===== src/rtl/laser_cfg.svh =====
// Timing counts, register offsets and reset values of the laser enable logic.
`ifndef LASER_CFG_SVH
`define LASER_CFG_SVH

`define CLK_FREQ_KHZ         125000
`define RESTART_DELAY_MS     5000
`define RESTART_DELAY_CYCLES (`RESTART_DELAY_MS * `CLK_FREQ_KHZ)
`define DEBOUNCE_US          10
`define DEBOUNCE_CYCLES      (`DEBOUNCE_US * `CLK_FREQ_KHZ / 1000)
`define PWM_IDLE_US          400
`define PWM_IDLE_CYCLES      (`PWM_IDLE_US * `CLK_FREQ_KHZ / 1000)

`define ADDR_CTRL            8'h00
`define ADDR_STATUS          8'h04
`define ADDR_IRQ_STATUS      8'h08
`define ADDR_IRQ_MASK        8'h0C
`define ADDR_PWM_PERIOD      8'h10
`define ADDR_PWM_HIGH        8'h14

`define CTRL_KEYSW_BIT       0
`define CTRL_STOP_BIT        1
`define CTRL_RESET           2'h1
`define IRQ_MASK_RESET       4'h0

`define IRQ_ILK_DROP_BIT     0
`define IRQ_READY_BIT        1
`define IRQ_FAULT_BIT        2
`define IRQ_RF_DROP_BIT      3

`define RESP_OKAY            2'h0
`define RESP_SLVERR          2'h2

`endif


===== src/rtl/laser_pkg.sv =====
// Types shared by the laser enable logic.
package laser_pkg;
	typedef enum logic [1:0] {ST_STOPPED, ST_WAIT, ST_READY} arm_state_t;

	typedef struct packed {
		logic over_temp;
		logic shutter_switch;
		logic keyswitch;
		logic reset_req;
		logic shutter_req;
		logic interlock;
	} level_in_t;

	typedef struct packed {
		logic       keysw_model;
		logic       emission;
		logic       fault;
		logic       interlock;
		logic       rf_enable;
		logic       shutter_open;
		logic       ready;
		arm_state_t state;
	} status_t;
endpackage : laser_pkg


===== src/rtl/input_filter.sv =====
// Two-flop synchroniser and debouncer for each level input.
`include "laser_cfg.svh"
module input_filter
	import laser_pkg::*;
(
	input  wire logic ref_clk,
	input  wire logic resetn,
	input  level_in_t raw,
	output level_in_t clean
);
	localparam int N = $bits(level_in_t);
	localparam logic [10:0] LAST = 11'(`DEBOUNCE_CYCLES - 1);

	logic [N-1:0] sync1;
	logic [N-1:0] sync2;
	logic [N-1:0] stable;

	always_ff @(posedge ref_clk or negedge resetn) begin
		if (!resetn) begin
			sync1 <= '0;
			sync2 <= '0;
		end else begin
			sync1 <= raw;
			sync2 <= sync1;
		end
	end

	genvar i;
	generate
		for (i = 0; i < N; i++) begin : g_bit
			logic [10:0] cnt;
			logic        bit_q;
			// A level is taken only after it has held for the whole window.
			always_ff @(posedge ref_clk or negedge resetn) begin
				if (!resetn) begin
					cnt   <= '0;
					bit_q <= 1'b0;
				end else if (sync2[i] == bit_q) begin
					cnt <= '0;
				end else if (cnt == LAST) begin
					cnt   <= '0;
					bit_q <= sync2[i];
				end else begin
					cnt <= cnt + 11'h001;
				end
			end
			assign stable[i] = bit_q;
		end
	endgenerate

	assign clean = level_in_t'(stable);
endmodule : input_filter


===== src/rtl/delay_timer.sv =====
// One-shot delay counter; done rises CYCLES clocks after start.
module delay_timer #(
	parameter int unsigned CYCLES = 8
) (
	input  wire logic ref_clk,
	input  wire logic resetn,
	input  wire logic start,
	input  wire logic clear,
	output logic      done
);
	logic [29:0] cnt;
	logic        running;

	always_ff @(posedge ref_clk or negedge resetn) begin
		if (!resetn) begin
			cnt     <= '0;
			running <= 1'b0;
			done    <= 1'b0;
		end else if (clear) begin
			running <= 1'b0;
			done    <= 1'b0;
		end else if (start) begin
			cnt     <= '0;
			running <= 1'b1;
			done    <= 1'b0;
		end else if (running) begin
			if (cnt == 30'(CYCLES - 1)) begin
				running <= 1'b0;
				done    <= 1'b1;
			end else begin
				cnt <= cnt + 30'h00000001;
			end
		end
	end
endmodule : delay_timer


===== src/rtl/laser_enable_interlock_logic.sv =====
// Enable and interlock logic of the laser user port with its register slave.
//
// Our own choices: the placing of the registers and register access over AXI4-Lite.
`include "laser_cfg.svh"

// Functional notes
// - Interlock inactive keeps RF drive off.
// - Keyswitch units latch off until re-armed.
// - Restart after recovery waits five seconds.
// - Non-keyswitch units re-enable immediately on interlock.
// - Optical output follows command duty cycle.
// - No shutter request keeps RF drive off.
// - Keyswitch units wait five seconds after shutter.
// - Keyswitch units need request and switch open.
// - Withdrawn request or closed switch inhibits lasing.
// - RF drive needs ready and shutter open.
// - Active lamp closed only while emitting.
// - Held reset request disables; release raises ready.
// - Ready output closed only while enabled.
// - Fault output closed on over-temperature.
module laser_enable_interlock_logic
	import laser_pkg::*;
#(
	parameter int unsigned DELAY_CYCLES = `RESTART_DELAY_CYCLES,
	parameter int unsigned IDLE_CYCLES  = `PWM_IDLE_CYCLES
) (
	input  wire logic        ref_clk,
	input  wire logic        resetn,
	input  wire logic [7:0]  s_axi_awaddr,
	input  wire logic        s_axi_awvalid,
	output logic             s_axi_awready,
	input  wire logic [31:0] s_axi_wdata,
	input  wire logic [3:0]  s_axi_wstrb,
	input  wire logic        s_axi_wvalid,
	output logic             s_axi_wready,
	output logic [1:0]       s_axi_bresp,
	output logic             s_axi_bvalid,
	input  wire logic        s_axi_bready,
	input  wire logic [7:0]  s_axi_araddr,
	input  wire logic        s_axi_arvalid,
	output logic             s_axi_arready,
	output logic [31:0]      s_axi_rdata,
	output logic [1:0]       s_axi_rresp,
	output logic             s_axi_rvalid,
	input  wire logic        s_axi_rready,
	input  wire logic        interlock_in,
	input  wire logic        shutter_req_in,
	input  wire logic        reset_req_in,
	input  wire logic        keyswitch_in,
	input  wire logic        shutter_switch_in,
	input  wire logic        over_temp_in,
	input  wire logic        pwm_in,
	output logic             rf_enable,
	output logic             rf_pwm,
	output logic             emission_lamp,
	output logic             ready_out,
	output logic             shutter_lamp,
	output logic             temperature_lamp,
	output logic             interlock_open,
	output logic             irq
);
	level_in_t  raw;
	level_in_t  lvl;
	level_in_t  lvl_d;
	arm_state_t state;
	arm_state_t next_state;
	status_t    status;
	logic [1:0]  ctrl;
	logic [3:0]  irq_status;
	logic [3:0]  irq_mask;
	logic [15:0] per_cnt;
	logic [15:0] hi_cnt;
	logic [15:0] pwm_period;
	logic [15:0] pwm_high;
	logic        pwm_s1;
	logic        pwm_s2;
	logic        pwm_d;
	logic        restart_done;
	logic        shut_done;
	logic [11:0] warm_cnt;
	// Filter outputs start low, so a switch already on at power-up is not an arm action.
	wire         warm = (warm_cnt == 12'(`DEBOUNCE_CYCLES + 8));

	assign raw = '{over_temp: over_temp_in, shutter_switch: shutter_switch_in,
		keyswitch: keyswitch_in, reset_req: reset_req_in,
		shutter_req: shutter_req_in, interlock: interlock_in};

	input_filter u_filter (
		.ref_clk (ref_clk),
		.resetn  (resetn),
		.raw     (raw),
		.clean   (lvl)
	);

	// The command is too fast to debounce, so it is only synchronised.
	always_ff @(posedge ref_clk or negedge resetn) begin
		if (!resetn) begin
			pwm_s1 <= 1'b0;
			pwm_s2 <= 1'b0;
			pwm_d  <= 1'b0;
			lvl_d  <= '0;
			warm_cnt <= '0;
		end else begin
			pwm_s1 <= pwm_in;
			pwm_s2 <= pwm_s1;
			pwm_d  <= pwm_s2;
			lvl_d  <= lvl;
			warm_cnt <= warm_cnt + {11'h000, ~warm};
		end
	end

	wire keysw_model   = ctrl[`CTRL_KEYSW_BIT];
	wire sw_stop       = ctrl[`CTRL_STOP_BIT];
	wire keysw_on      = lvl.keyswitch & ~lvl_d.keyswitch;
	wire reset_release = ~lvl.reset_req & lvl_d.reset_req;
	wire arm_event     = (keysw_on | reset_release) & warm;
	wire shutter_rise  = lvl.shutter_req & ~lvl_d.shutter_req;
	wire ilk_drop      = ~lvl.interlock & lvl_d.interlock;
	wire pwm_rise      = pwm_s2 & ~pwm_d;

	// Any of these drops a keyswitch unit back to stopped; interlock
	// alone does not latch on the other model.
	wire hold_off = lvl.reset_req | sw_stop | lvl.over_temp
		| (keysw_model & (~lvl.keyswitch | ~lvl.interlock));

	always_comb begin
		next_state = state;
		if (hold_off) begin
			next_state = ST_STOPPED;
		end else begin
			case (state)
				ST_STOPPED: begin
					if (arm_event && lvl.interlock) begin
						next_state = keysw_model ? ST_WAIT : ST_READY;
					end
				end
				ST_WAIT: begin
					if (restart_done) begin
						next_state = ST_READY;
					end
				end
				ST_READY: next_state = ST_READY;
				default:  next_state = ST_STOPPED;
			endcase
		end
	end

	wire wait_start = (next_state == ST_WAIT) && (state != ST_WAIT);

	delay_timer #(
		.CYCLES (DELAY_CYCLES)
	) u_restart (
		.ref_clk (ref_clk),
		.resetn  (resetn),
		.start   (wait_start),
		.clear   (hold_off),
		.done    (restart_done)
	);

	delay_timer #(
		.CYCLES (DELAY_CYCLES)
	) u_shutter (
		.ref_clk (ref_clk),
		.resetn  (resetn),
		.start   (shutter_rise),
		.clear   (~lvl.shutter_req),
		.done    (shut_done)
	);

	wire shut_delay_ok = ~keysw_model | shut_done;
	wire shutter_now   = lvl.shutter_req & (~keysw_model | lvl.shutter_switch);
	wire ready_now     = (state == ST_READY) & lvl.interlock & ~lvl.reset_req
		& ~sw_stop & ~lvl.over_temp;
	wire next_rf       = ready_now & shutter_now & shut_delay_ok;
	wire pwm_active    = per_cnt < 16'(IDLE_CYCLES);

	always_ff @(posedge ref_clk or negedge resetn) begin
		if (!resetn) begin
			state            <= ST_STOPPED;
			rf_enable        <= 1'b0;
			rf_pwm           <= 1'b0;
			emission_lamp    <= 1'b0;
			ready_out        <= 1'b0;
			shutter_lamp     <= 1'b0;
			temperature_lamp <= 1'b0;
			interlock_open   <= 1'b0;
		end else begin
			state            <= next_state;
			rf_enable        <= next_rf;
			rf_pwm           <= next_rf & pwm_s2;
			emission_lamp    <= next_rf & pwm_active;
			ready_out        <= ready_now;
			shutter_lamp     <= shutter_now;
			temperature_lamp <= lvl.over_temp;
			interlock_open   <= ~lvl.interlock;
		end
	end

	// Duty measurement; counters saturate so an idle line reads as idle.
	always_ff @(posedge ref_clk or negedge resetn) begin
		if (!resetn) begin
			per_cnt    <= 16'hFFFF;
			hi_cnt     <= '0;
			pwm_period <= '0;
			pwm_high   <= '0;
		end else if (pwm_rise) begin
			pwm_period <= per_cnt;
			pwm_high   <= hi_cnt;
			per_cnt    <= 16'h0001;
			hi_cnt     <= 16'h0001;
		end else begin
			if (per_cnt != 16'hFFFF) begin
				per_cnt <= per_cnt + 16'h0001;
			end
			if (pwm_s2 && hi_cnt != 16'hFFFF) begin
				hi_cnt <= hi_cnt + 16'h0001;
			end
		end
	end

	// Register slave: address and data may come in either order.
	logic        aw_got;
	logic        w_got;
	logic [7:0]  aw_addr_q;
	logic [31:0] wdata_q;
	logic [3:0]  wstrb_q;

	assign s_axi_awready = ~aw_got & ~s_axi_bvalid;
	assign s_axi_wready  = ~w_got & ~s_axi_bvalid;
	assign s_axi_arready = ~s_axi_rvalid;

	wire aw_fire = s_axi_awvalid & s_axi_awready;
	wire w_fire  = s_axi_wvalid & s_axi_wready;
	wire ar_fire = s_axi_arvalid & s_axi_arready;
	wire wr_go   = aw_got & w_got;

	wire [31:0] wmask = {{8{wstrb_q[3]}}, {8{wstrb_q[2]}}, {8{wstrb_q[1]}}, {8{wstrb_q[0]}}};
	wire [31:0] wbits = wdata_q & wmask;
	wire wr_ctrl  = wr_go & (aw_addr_q == `ADDR_CTRL);
	wire wr_istat = wr_go & (aw_addr_q == `ADDR_IRQ_STATUS);
	wire wr_imask = wr_go & (aw_addr_q == `ADDR_IRQ_MASK);
	wire wr_ro    = (aw_addr_q == `ADDR_STATUS) | (aw_addr_q == `ADDR_PWM_PERIOD)
		| (aw_addr_q == `ADDR_PWM_HIGH);
	wire wr_hit   = (aw_addr_q == `ADDR_CTRL) | (aw_addr_q == `ADDR_IRQ_STATUS)
		| (aw_addr_q == `ADDR_IRQ_MASK) | wr_ro;

	always_ff @(posedge ref_clk or negedge resetn) begin
		if (!resetn) begin
			aw_got       <= 1'b0;
			w_got        <= 1'b0;
			aw_addr_q    <= '0;
			wdata_q      <= '0;
			wstrb_q      <= '0;
			s_axi_bvalid <= 1'b0;
			s_axi_bresp  <= `RESP_OKAY;
		end else begin
			if (aw_fire) begin
				aw_got    <= 1'b1;
				aw_addr_q <= s_axi_awaddr;
			end
			if (w_fire) begin
				w_got   <= 1'b1;
				wdata_q <= s_axi_wdata;
				wstrb_q <= s_axi_wstrb;
			end
			if (wr_go) begin
				aw_got       <= 1'b0;
				w_got        <= 1'b0;
				s_axi_bvalid <= 1'b1;
				s_axi_bresp  <= wr_hit ? `RESP_OKAY : `RESP_SLVERR;
			end else if (s_axi_bready) begin
				s_axi_bvalid <= 1'b0;
			end
		end
	end

	assign status = '{keysw_model: keysw_model, emission: emission_lamp,
		fault: temperature_lamp, interlock: lvl.interlock, rf_enable: rf_enable,
		shutter_open: shutter_lamp, ready: ready_out, state: state};

	wire rd_hit = (s_axi_araddr == `ADDR_CTRL) | (s_axi_araddr == `ADDR_STATUS)
		| (s_axi_araddr == `ADDR_IRQ_STATUS) | (s_axi_araddr == `ADDR_IRQ_MASK)
		| (s_axi_araddr == `ADDR_PWM_PERIOD) | (s_axi_araddr == `ADDR_PWM_HIGH);
	wire [31:0] rd_word =
		(s_axi_araddr == `ADDR_CTRL)       ? {30'h0, ctrl} :
		(s_axi_araddr == `ADDR_STATUS)     ? {23'h0, status} :
		(s_axi_araddr == `ADDR_IRQ_STATUS) ? {28'h0, irq_status} :
		(s_axi_araddr == `ADDR_IRQ_MASK)   ? {28'h0, irq_mask} :
		(s_axi_araddr == `ADDR_PWM_PERIOD) ? {16'h0, pwm_period} :
		(s_axi_araddr == `ADDR_PWM_HIGH)   ? {16'h0, pwm_high} : 32'h0;

	always_ff @(posedge ref_clk or negedge resetn) begin
		if (!resetn) begin
			s_axi_rvalid <= 1'b0;
			s_axi_rdata  <= '0;
			s_axi_rresp  <= `RESP_OKAY;
		end else if (ar_fire) begin
			s_axi_rvalid <= 1'b1;
			s_axi_rdata  <= rd_word;
			s_axi_rresp  <= rd_hit ? `RESP_OKAY : `RESP_SLVERR;
		end else if (s_axi_rready) begin
			s_axi_rvalid <= 1'b0;
		end
	end

	// A new event in the clearing cycle survives the write-one-to-clear.
	wire [3:0] irq_event;
	assign irq_event[`IRQ_ILK_DROP_BIT] = ilk_drop;
	assign irq_event[`IRQ_READY_BIT]    = ready_now & ~ready_out;
	assign irq_event[`IRQ_FAULT_BIT]    = lvl.over_temp & ~temperature_lamp;
	assign irq_event[`IRQ_RF_DROP_BIT]  = ~next_rf & rf_enable;
	wire [3:0] irq_clear = wr_istat ? wbits[3:0] : 4'h0;

	always_ff @(posedge ref_clk or negedge resetn) begin
		if (!resetn) begin
			ctrl       <= `CTRL_RESET;
			irq_mask   <= `IRQ_MASK_RESET;
			irq_status <= '0;
			irq        <= 1'b0;
		end else begin
			if (wr_ctrl) begin
				ctrl <= (ctrl & ~wmask[1:0]) | wbits[1:0];
			end
			if (wr_imask) begin
				irq_mask <= (irq_mask & ~wmask[3:0]) | wbits[3:0];
			end
			irq_status <= (irq_status & ~irq_clear) | irq_event;
			irq        <= |(irq_status & irq_mask);
		end
	end
endmodule : laser_enable_interlock_logic


===== config.mk =====
export PLATFORM = sky130hd
export DESIGN_NAME = laser_enable_interlock_logic
export DESIGN_NICKNAME = d
export VERILOG_FILES = /design/src/rtl/laser_pkg.sv /design/src/rtl/input_filter.sv /design/src/rtl/delay_timer.sv /design/src/rtl/laser_enable_interlock_logic.sv
export VERILOG_INCLUDE_DIRS = /design/src /design/src/rtl
export SDC_FILE = /design/constraint.sdc
export NUM_CORES = 1
export LEC_CHECK = 0
export BUFFER_PORTS_ARGS = -buffer_cell sky130_fd_sc_hd__buf_2
export CAP_MARGIN = 20
export CORE_ASPECT_RATIO = 2
export CORE_MARGIN = 3
export CORE_UTILIZATION = 40
export DETAILED_ROUTE_END_ITERATION = 7
export PLACE_DENSITY_LB_ADDON = 0.2
export SLEW_MARGIN = 30
export SYNTH_ARGS = -nofsm -noshare
export SYNTH_HDL_FRONTEND = slang
export SYNTH_SLANG_ARGS = --single-unit

===== constraint.sdc =====
create_clock -name ref_clk -period 2.8 [get_ports ref_clk]
set_input_delay 0 -clock ref_clk [delete_from_list [all_inputs] [get_ports ref_clk]]
set_output_delay 0 -clock ref_clk [all_outputs]
set_load 0.02 [all_outputs]

==> results.yml, run 1 <==
status:
  status: "finished clean"
run:
  drv_cap: 0
worst_setup_path:
  endpoint_kind: "flip-flop"
  worstPathArrival_ns: 2.88
  r2r-start: "u_restart.cnt[8]"
  worstPathCellList: "or4bb_1 -> or4_4 -> o21bai_4 -> buf_4 -> mux2i_1 -> nor2_2"
  critical-path-max-stage-delay_ns: 0.57
  critPathLaunch: "u_restart.cnt[8]"
  required_ns: 3.22
  worstSetupPathType: "flip-flop to flip-flop"
  start_kind: "flip-flop"
  cpMaxStageDelayCell: "or4_4"
  crit_fanout: 15
logic_synthesis:
  synth-simple-area-share: 0.233
  synth_compound_area_frac: 0.0746
  synth_mux_area_frac: 0.0321
  synth.ff_latch_count: 286
  yosys_warnings: 0
  postSynthCellCount: 1347
  yosysUniqueCellTypes: 75
  synth-adder-area-share: 0.0177
  synthXorXnorAreaFrac: 0.0762
  async_flop_share: 1.00
  syn_area_mm2: 0.0135
  synth_top_family_by_area: "simple AND/OR/NAND/NOR gates"
  synth_ff_type: "dfrtp_1"
  yosysSeqAreaShare: 0.534
  synth_edf_count: 0
  avgSynthCellArea_um2: 9.99
global_route:
  gr-total-overflow: 0
  grt_max_degree: 93
  grt_pass1_vias: 10549
  grt_first_pass_wirelength_um: 53000
  track_usage: 0.179
  antenna_found_initial: 0
timing:
  slew_headroom: 0.509
  finalClockSkew_ns: 0.0128
  rsz0062_at_grt: "no"
  setup_violations: 0
  timing.final.crit_share: 0.877
  hold_violations: 0
  min_period_ns: 2.45
  tns_ns: 0
  slew_viol_final: 0
  tightest_slew_ns: 0.736
  fin_ws_ns: 0.345
  clock.fmax_mhz: 407
floorplanning:
  die_area_mm2: 0.0360
  io_pins: 115
  core-area_mm2: 0.0330
  dieHeight_um: 265
  placement_rows: 94
  die_w_um: 136
  initial_core_util: 0.407
clock_network:
  path_clk_slew_ns: 0.07
  htree_levels: 1
  cts.repair.resized: 0
  cts_root_buf: "clkbuf_16"
  clockBufferDepth: 3
  cts_buffers: 28
  postCtsSetupRepairBufs: 0
  cts_sinks: 286
  clk_latency_ns: 0.55
  cts_tree: "done"
placement:
  hpwlAfterDp_um: 22200
  dp.cells: 1830
  io_buffers: 65
  place_ws_ns: 0.373
  gp_congestion: 0.870
hold_path:
  hold_path.class: "input port to flip-flop"
  hold_start: "s_axi_araddr[0]"
power:
  max-vdd-ir-drop_uv: 424
  finalPower_mw: 9.38
  power_density_mw_per_mm2: 600
  cellLeakagePower_nw: 7.06
route:
  antenna_left: 0
  drc: 0
  vias: 10143
  avgViaCountPerCell: 5.30
  wl_per_cell_um: 16.4
  drt_pass1_iterations: 4
  drt_iter0_drc: 421
  totalWireLength_um: 31400
finish:
  synthToLayoutAreaGrowth_pct: 16.1
  final_cell_mix: "269 x dfrtp_1, 197 x nand2_1, 156 x nor2_1, 67 x xor2_1, 64 x buf_2"
  layoutNonFillerInstCount: 1913
  drive_gt1_frac: 0.137
  diodes: 0
  fin_nets: 1544
  final_common_cell: "dfrtp_1"
-- power by group --
part	internal [mW]	total, mW	switching (mW)
logic	0.335	0.785	0.450
registers	4.40	4.65	0.246
clock network	2.31	3.95	1.64
total	7.05	9.38	2.33
-- what timing repair did --
action	4_1_cts	5_1_grt
endpoints found under the hold margin	114	0
endpoints found under the setup margin	0	0
hold buffers	31	0
-- through the flow --
step | util | instance area, um2 | hold WS, ns
after floorplan | - | 13500 | -0.296
after global placement | 0.434 | 14300 | 0.0777
after detailed placement | 0.434 | 14300 | 0.0865
after CTS | 0.473 | 15600 | 0.0242
after global routing | 0.473 | 15600 | 0.0709
final | 0.473 | 15600 | 0.0589
-- worst max-delay path, delay by kind of cell, from the launching register on --
family | cells | cell delay [ns]
mux | 1 | 0.21
compound gates | 1 | 0.32
simple gates | 3 | 1.13
buf+inv | 1 | 0.22
flops | 1 | 0.44
-- final timing paths --
path / slack (ns) / end / depth (start not counted)
setup / recovery: 0.35 / u_restart.cnt[1] / 6
hold / removal: 0.06 / s_axi_rdata[2] / 6
setup reg to reg: 0.35 / u_restart.cnt[1] / 6
hold reg to reg: 0.34 / u_filter.sync2[4] / 0
max in group asynchronous: 1.80 / u_filter.g_bit[4].cnt[3] / 3
min in group asynchronous: 0.07 / s_axi_bvalid / 2
-- kinds of logic after synthesis --
logic type | Yosys count
compound gates | 152
xor+xnor | 117
fa+ha+maj | 19
buf+inv | 92
flops | 286
mux | 40
other cells | 1
simple gates | 640
-- flip-flops by register name, summed over array words and instances, names as in the netlist, 6 cells and up, named ones only --
signal / flops
u_shutter.cnt: 30
hi_cnt: 16
u_restart.cnt: 30
u_filter.sync1: 6
pwm_period: 16
pwm_high: 16
aw_addr_q: 8
warm_cnt: 12
per_cnt: 16
u_filter.sync2: 6
u_filter.g_bit.bit_q: 6
s_axi_rdata: 16
u_filter.g_bit.cnt: 66
-- per-layer routing --
metal,routed length (um),track usage,vias to the layer above
li1,-,-,4890
met1,12300,0.205,5037
met2,17200,0.334,147
met3,849,0.0187,69
met4,1170,0.0723,0
met5,0,0,-
-- area by class of cell --
cell class	instances	area, um2
timing repair buffer	126	908
sequential	286	7180
inverter	31	116
clock inverter	14	165
clock buffer	38	810
fill	3104	17400
multi-input combinational	986	5910
tap	432	541
-- synthesized netlist by cell type (5+ instances only) --
| library cell | n | share of area |
|---|---|---|
| dfrtp_1 | 269 | 0.50 |
| nand2_1 | 197 | 0.055 |
| nor2_1 | 156 | 0.044 |
| xor2_1 | 67 | 0.044 |
| nand3_1 | 60 | 0.022 |
| xnor2_1 | 50 | 0.033 |
| nand4_1 | 41 | 0.019 |
| o21ai_0 | 40 | 0.015 |
| clkbuf_1 | 32 | 0.0089 |
| a21oi_1 | 30 | 0.011 |
| inv_1 | 30 | 0.0084 |
| nor3_1 | 30 | 0.011 |
| and3_1 | 29 | 0.013 |
| mux2_2 | 25 | 0.021 |
| or4_1 | 22 | 0.012 |
| or3_1 | 20 | 0.0093 |
| buf_4 | 19 | 0.011 |
| ha_1 | 19 | 0.018 |
| dfstp_2 | 17 | 0.033 |
| nor4_1 | 16 | 0.0074 |
| and2_1 | 15 | 0.0070 |
| mux2i_1 | 15 | 0.011 |
| and4_1 | 13 | 0.0085 |
| o211ai_1 | 13 | 0.0073 |
| nand2b_1 | 9 | 0.0042 |
| o31ai_1 | 8 | 0.0045 |
| a22oi_1 | 7 | 0.0039 |
| a31oi_1 | 7 | 0.0033 |
| buf_1 | 7 | 0.0020 |
| nor4b_1 | 7 | 0.0046 |
| o21ai_1 | 7 | 0.0026 |
| nor2b_1 | 6 | 0.0028 |
| a22o_1 | 5 | 0.0033 |
| o2111ai_1 | 5 | 0.0033 |
Power figures use the tool's default switching activity.
==> inputs of run 2 (changes only) <==
--- a/config.mk
+++ b/config.mk
@@ -6,12 +6,14 @@
 export SDC_FILE = /design/constraint.sdc
 export NUM_CORES = 1
 export LEC_CHECK = 0
+export ABC_AREA = 1
 export BUFFER_PORTS_ARGS = -buffer_cell sky130_fd_sc_hd__buf_2
 export CAP_MARGIN = 20
 export CORE_ASPECT_RATIO = 2
 export CORE_MARGIN = 3
 export CORE_UTILIZATION = 40
 export DETAILED_ROUTE_END_ITERATION = 7
+export HOLD_SLACK_MARGIN = 0.06
 export PLACE_DENSITY_LB_ADDON = 0.2
 export SLEW_MARGIN = 30
 export SYNTH_ARGS = -nofsm -noshare
==> run 2 against run 1 <==
  * Sequential power fell by 2%
  * Clock power rose by 2%
  * Flip-flop and latch count did not move
  * Cell area rose by 8.1%
  * Area after synthesis rose by 9.0%
  * Worst hold slack improved by 0.026 ns
  * First-iteration DRC count rose by 27%
  * Power rose by 0.64%
  * Utilization fell by 0.27 points
  * Critical path type unchanged
==> results.yml, run 2 <==
route:
  wl_per_cell_um: 15.2
  drt_pass1_iterations: 6
  vias: 12408
  drc: 0
  avgViaCountPerCell: 5.07
  antenna_left: 0
  drt_iter0_drc: 533
  totalWireLength_um: 37200
global_route:
  track_usage: 0.190
  antenna_found_initial: 0
  grt_first_pass_wirelength_um: 61600
  grt_max_degree: 68
  grt_pass1_vias: 12658
  gr-total-overflow: 0
worst_setup_path:
  crit_fanout: 10
  endpoint_kind: "flip-flop"
  worstSetupPathType: "flip-flop to flip-flop"
  start_kind: "flip-flop"
  required_ns: 3.24
  r2r_setup_slack_ns: 0.52
  worstPathArrival_ns: 2.72
finish:
  final_common_cell: "nand2_1"
  largest_reg_flops: 66
  fin_nets: 2062
  top_register: "u_filter.g_bit.cnt"
  reg_top3: "u_filter.g_bit.cnt: 66 flops, u_restart.cnt: 30 flops, u_shutter.cnt: 30 flops"
  final_cell_mix: "505 x nand2_1, 269 x dfrtp_1, 219 x nor2_1, 215 x inv_1, 106 x nand3_1"
  drive_gt1_frac: 0.0946
  synthToLayoutAreaGrowth_pct: 15.2
  diodes: 0
  nFillCells: 3565
power:
  max-vdd-ir-drop_uv: 623
  power_density_mw_per_mm2: 559
  cellLeakagePower_nw: 7.92
timing:
  slew_viol_final: 0
  slew_headroom: 0.626
  timing.final.crit_share: 0.814
  setup_violations: 0
  fin_ws_ns: 0.521
  hold_violations: 0
  min_period_ns: 2.28
  clock.fmax_mhz: 439
  finalClockSkew_ns: 0.0210
  tightest_slew_ns: 0.560
  rsz0062_at_grt: "no"
  tns_ns: 0
  whs_ns: 0.0850
logic_synthesis:
  synth.ff_latch_count: 286
  yosys_warnings: 0
  async_flop_share: 1.00
  syn_area_mm2: 0.0147
  avgSynthCellArea_um2: 7.88
  synth.most_common_cell: "nand2_1"
  synth_edf_count: 0
  yosysUniqueCellTypes: 50
  synthTopCellsByArea: "dfrtp_1 46%, nand2_1 13%, nor2_1 5.6%"
  yosysSeqAreaShare: 0.490
  synthTopCellsByCount: "505 x nand2_1, 269 x dfrtp_1, 220 x nor2_1"
  postSynthCellCount: 1860
  synth_top_area_share: 0.459
  yosysTopAreaCell: "dfrtp_1"
  synth_ff_type: "dfrtp_1"
placement:
  hpwlAfterDp_um: 27400
  gp_congestion: 0.957
  place_ws_ns: 0.684
  io_buffers: 65
clock_network:
  cts_tree: "done"
  path_clk_slew_ns: 0.07
  cts_sinks: 286
  cts_buffers: 27
  htree_levels: 1
  cts_root_buf: "clkbuf_16"
  clk_latency_ns: 0.55
  postCtsSetupRepairBufs: 0
  clockBufferDepth: 3
floorplanning:
  initial_core_util: 0.408
  dieHeight_um: 277
  die_area_mm2: 0.0391
  core-area_mm2: 0.0359
  die_w_um: 141
  io_pins: 115
  placement_rows: 98
status:
  status: "finished clean"
run:
  drv_cap: 0
hold_path:
  hold_path.class: "input port to flip-flop"
==> run 2: changes by cell type after synthesis, sizes merged, moves of 27 or more <==
cell	previous run	this run
and3	29	2
inv	31	219
nand2	198	509
nand3	60	108
nand4	42	80
nor2	157	229
nor3	31	76
o21ai	47	95
xnor2	50	21
xor2	67	40
==> run 2: where the power goes <==
group / switching [mW] / total [mW] / internal, mW / leakage [nW]
clock: 1.65 / 4.02 / 2.37 / 0.463
sequential: 0.175 / 4.56 / 4.38 / 3.80
combinational: 0.533 / 0.861 / 0.329 / 3.65
==> run 2: cells by family (layout without fill, tap and decap cells) <==
family                   count (synthesis)  after routing  share of synthesized area
AND/OR/NAND/NOR                       1033           1033                      0.305
flip-flops                             286            286                      0.490
buffers and inverters                  277            397                     0.0796
AO/OA/AOI/OAI                          177            177                     0.0678
XOR/XNOR                                61             61                     0.0364
adder cells (fa/ha/maj)                 19             19                     0.0162
multiplexers                             6              6                    0.00461
other                                    1             18                   0.000256
==> run 2: what timing repair did <==
item / 4_1_cts / 5_1_grt
endpoints found under the hold margin: 312 / 0
hold buffers: 44 / 0
resized for setup: 0 / 0
==> run 2: per-layer routing <==
metal	up-vias	wire length [um]	global-route usage
met2	222	20700	0.376
met1	5919	13600	0.195
met3	84	1100	0.0197
met4	0	1750	0.0856
met5	-	0	0
li1	6183	-	-
==> run 2: cell type report <==
| type | count | area (um2) | area share |
|---|---|---|---|
| multi-input cells | 1314 | 6380 | 0.378 |
| inverters | 221 | 836 | 0.0495 |
| repair buffers | 127 | 961 | 0.0569 |
| well taps | 450 | 563 | 0.0333 |
| clock inverters | 14 | 213 | 0.0126 |
| flip-flops and latches | 286 | 7180 | 0.425 |
| clock buffers | 35 | 756 | 0.0448 |
==> run 2: stage by stage <==
step / instances / power (mW) / utilization / cell area [um2]
floorplan: 1877 / 5.07 / - / 14700
CTS: 2447 / 9.57 / 0.470 / 16900
finish: 2447 / 9.44 / 0.470 / 16900
global placement: 2354 / 5.36 / 0.431 / 15500
global route: 2447 / 9.86 / 0.470 / 16900
detailed placement: 2354 / 5.39 / 0.431 / 15500
==> run 2: critical path, stage by stage (launching register included) <==
cell           delay [ns]
dfrtp_1              0.44
nor2_1               0.16
nand2_1              0.23
nor2_1               0.17
dlygate4sd3_1        0.56
a21oi_1              0.04
dlygate4sd3_1        0.56
==> run 2: final timing paths <==
path | from | endpoint | depth (start not counted)
min reg2reg | u_filter.sync1[5] | u_filter.sync2[5] | 0
max in group asynchronous | resetn | u_restart.cnt[21] | 4
min | reset_req_in | u_filter.sync1[2] | 2
max | w_got | wdata_q[0] | 6
min in group asynchronous | resetn | u_filter.g_bit[3].cnt[2] | 3
max reg2reg | w_got | wdata_q[0] | 6
==> inputs of run 3 (changes only) <==
==> constraint.sdc (replaced) <==
create_clock -name ref_clk -period 2.4 [get_ports ref_clk]
set_input_delay 0 -clock ref_clk [delete_from_list [all_inputs] [get_ports ref_clk]]
set_output_delay 0 -clock ref_clk [all_outputs]
set_load 0.02 [all_outputs]
==> run 3 against run 2 <==
  * Cell area shrank 0.14%
  * Routed wire length grew 1.6%
  * Worst setup slack lost 0.34 ns
  * Critical path depth is the same
  * Clock power grew 2%
  * Critical endpoint is now wdata_q[3]
  * Highest routed layer unchanged
==> results.yml, run 3 (synthesis results as in run 2) <==
worst_setup_path:
  endpoint_kind: "flip-flop"
  rr_worst_depth: 6
  critPathLaunch: "w_got"
  worstPathArrival_ns: 2.63
  required_ns: 2.82
  worstSetupPathType: "flip-flop to flip-flop"
  start_kind: "flip-flop"
  r2r-start: "w_got"
  r2r_setup_slack_ns: 0.18
  critical_path.endpoint: "wdata_q[3]"
  crit_fanout: 10
  r2r-end: "wdata_q[3]"
route:
  drc: 0
  wl_per_cell_um: 15.4
  vias: 12490
  drt_pass1_iterations: 7
  antenna_left: 0
  avgViaCountPerCell: 5.09
  drt_iter0_drc: 642
  totalWireLength_um: 37800
timing:
  clock.fmax_mhz: 451
  rsz0062_at_grt: "no"
  fin_ws_ns: 0.181
  setup_violations: 0
  hold_violations: 0
  min_period_ns: 2.22
  slew_viol_final: 0
  finalClockSkew_ns: 0.0149
  timing.final.crit_share: 0.924
  slew_headroom: 0.588
  tns_ns: 0
  tightest_slew_ns: 0.617
placement:
  place_area_mm2: 0.0156
  place_ws_ns: 0.367
  gp_congestion: 0.966
  hpwlAfterDp_um: 28000
  io_buffers: 65
finish:
  fin_nets: 2072
  synthToLayoutAreaGrowth_pct: 15.0
  finish.instance_area_mm2: 0.0169
  top_register: "u_filter.g_bit.cnt"
  final_cell_mix: "504 x nand2_1, 269 x dfrtp_1, 219 x nor2_1, 215 x inv_1, 106 x nand3_1"
  reg_top3: "u_filter.g_bit.cnt: 66 flops, u_restart.cnt: 30 flops, u_shutter.cnt: 30 flops"
  nFillCells: 3495
  largest_reg_flops: 66
  register_area_mm2: 0.00718
  diodes: 0
  multiInputGateArea_mm2: 0.00638
  drive_gt1_frac: 0.0943
  final_common_cell: "nand2_1"
floorplanning:
  die_w_um: 141
  die_area_mm2: 0.0391
  initial_core_util: 0.408
  core-area_mm2: 0.0359
  placement_rows: 98
  dieHeight_um: 277
  io_pins: 115
clock_network:
  clk_latency_ns: 0.54
  htree_levels: 1
  path_clk_slew_ns: 0.07
  clockBufferDepth: 3
  cts_buffers: 26
  cts_sinks: 286
  cts_root_buf: "clkbuf_16"
  cts_tree: "done"
status:
  status: "finished clean"
power:
  max-vdd-ir-drop_uv: 698
  power_density_mw_per_mm2: 619
  cellLeakagePower_nw: 7.93
global_route:
  grt_max_degree: 67
  grt_first_pass_wirelength_um: 62600
  grt_pass1_vias: 12910
  gr-total-overflow: 0
  antenna_found_initial: 0
  track_usage: 0.195
hold_path:
  hold_path.class: "input port to flip-flop"
run:
  drv_cap: 0
==> run 3: changes by cell type in the layout (fill, tap and decap cells not counted), moves of 2 or more <==
cell | before | now
clkbuf_1 | 3 | 8
bufinv_16 | 5 | 1
buf_12 | 4 | 6
buf_4 | 14 | 18
clkinv_2 | 4 | 7
clkinv_4 | 2 | 0
dlygate4sd3_1 | 44 | 48
clkinvlp_4 | 4 | 0
==> run 3: worst max-delay path, cell delays in order (launching register included) <==
cell           delay, ns
dfrtp_1             0.44
nor2_1              0.19
nand2_2             0.17
nor2_1              0.11
dlygate4sd3_1       0.55
a21oi_1             0.05
dlygate4sd3_1       0.57
==> run 3: worst min-delay path by stage <==
stage | from | to | cells past startpoint | slack (ns)
6_report | s_axi_araddr[1] | s_axi_rdata[15] | 8 | 0.06
5_1_grt | keyswitch_in | u_filter.sync1[3] | 2 | 0.08
4_1_cts | pwm_in | pwm_s1 | 2 | 0.07
3_5_place_dp | resetn | pwm_period[7] | 1 | 0.04
3_3_place_gp | resetn | pwm_high[9] | 1 | 0.03
2_1_floorplan | resetn | async pin | 0 | -0.30
==> run 3: cell type report <==
class                      count  share of cell area
sequential                   286               0.426
timing repair buffer         138              0.0642
clock inverter                 7             0.00356
clock buffer                  39              0.0451
inverter                     221              0.0496
multi-input combinational   1314               0.378
tap                          450              0.0334
==> run 3: through the flow <==
step / hold slack [ns] / total power, mW / instances / util
finish: 0.0633 / 10.4 / 2455 / 0.469
global route: 0.0844 / 10.9 / 2455 / 0.469
CTS: 0.0680 / 10.6 / 2456 / 0.469
detailed placement: 0.0368 / 6.29 / 2361 / 0.433
global placement: 0.0277 / 6.26 / 2361 / 0.433
floorplan: -0.296 / 5.92 / 1877 / -
==> run 3: metal layers <==
layer	global-route usage	wire length (um)	share of wire	vias up
li1	-	-	-	6206
met1	0.191	13400	0.35	5894
met2	0.388	21100	0.56	282
met3	0.0204	1320	0.035	108
met4	0.100	2020	0.053	0
met5	0	0	0	-
==> run 3: what timing repair did <==
action | in CTS | in global routing
setup endpoints to repair | 0 | 5
hold buffers | 49 | 0
resized for setup | 0 | 2
hold endpoints to repair | 306 | 0
buffers inserted | 0 | 0
==> run 3: where the power goes <==
part | internal (mW) | switching, mW | total, mW
Clock | 2.29 | 1.80 | 4.09
Combinational | 0.404 | 0.634 | 1.04
Sequential | 5.11 | 0.198 | 5.31
Total | 7.81 | 2.64 | 10.4
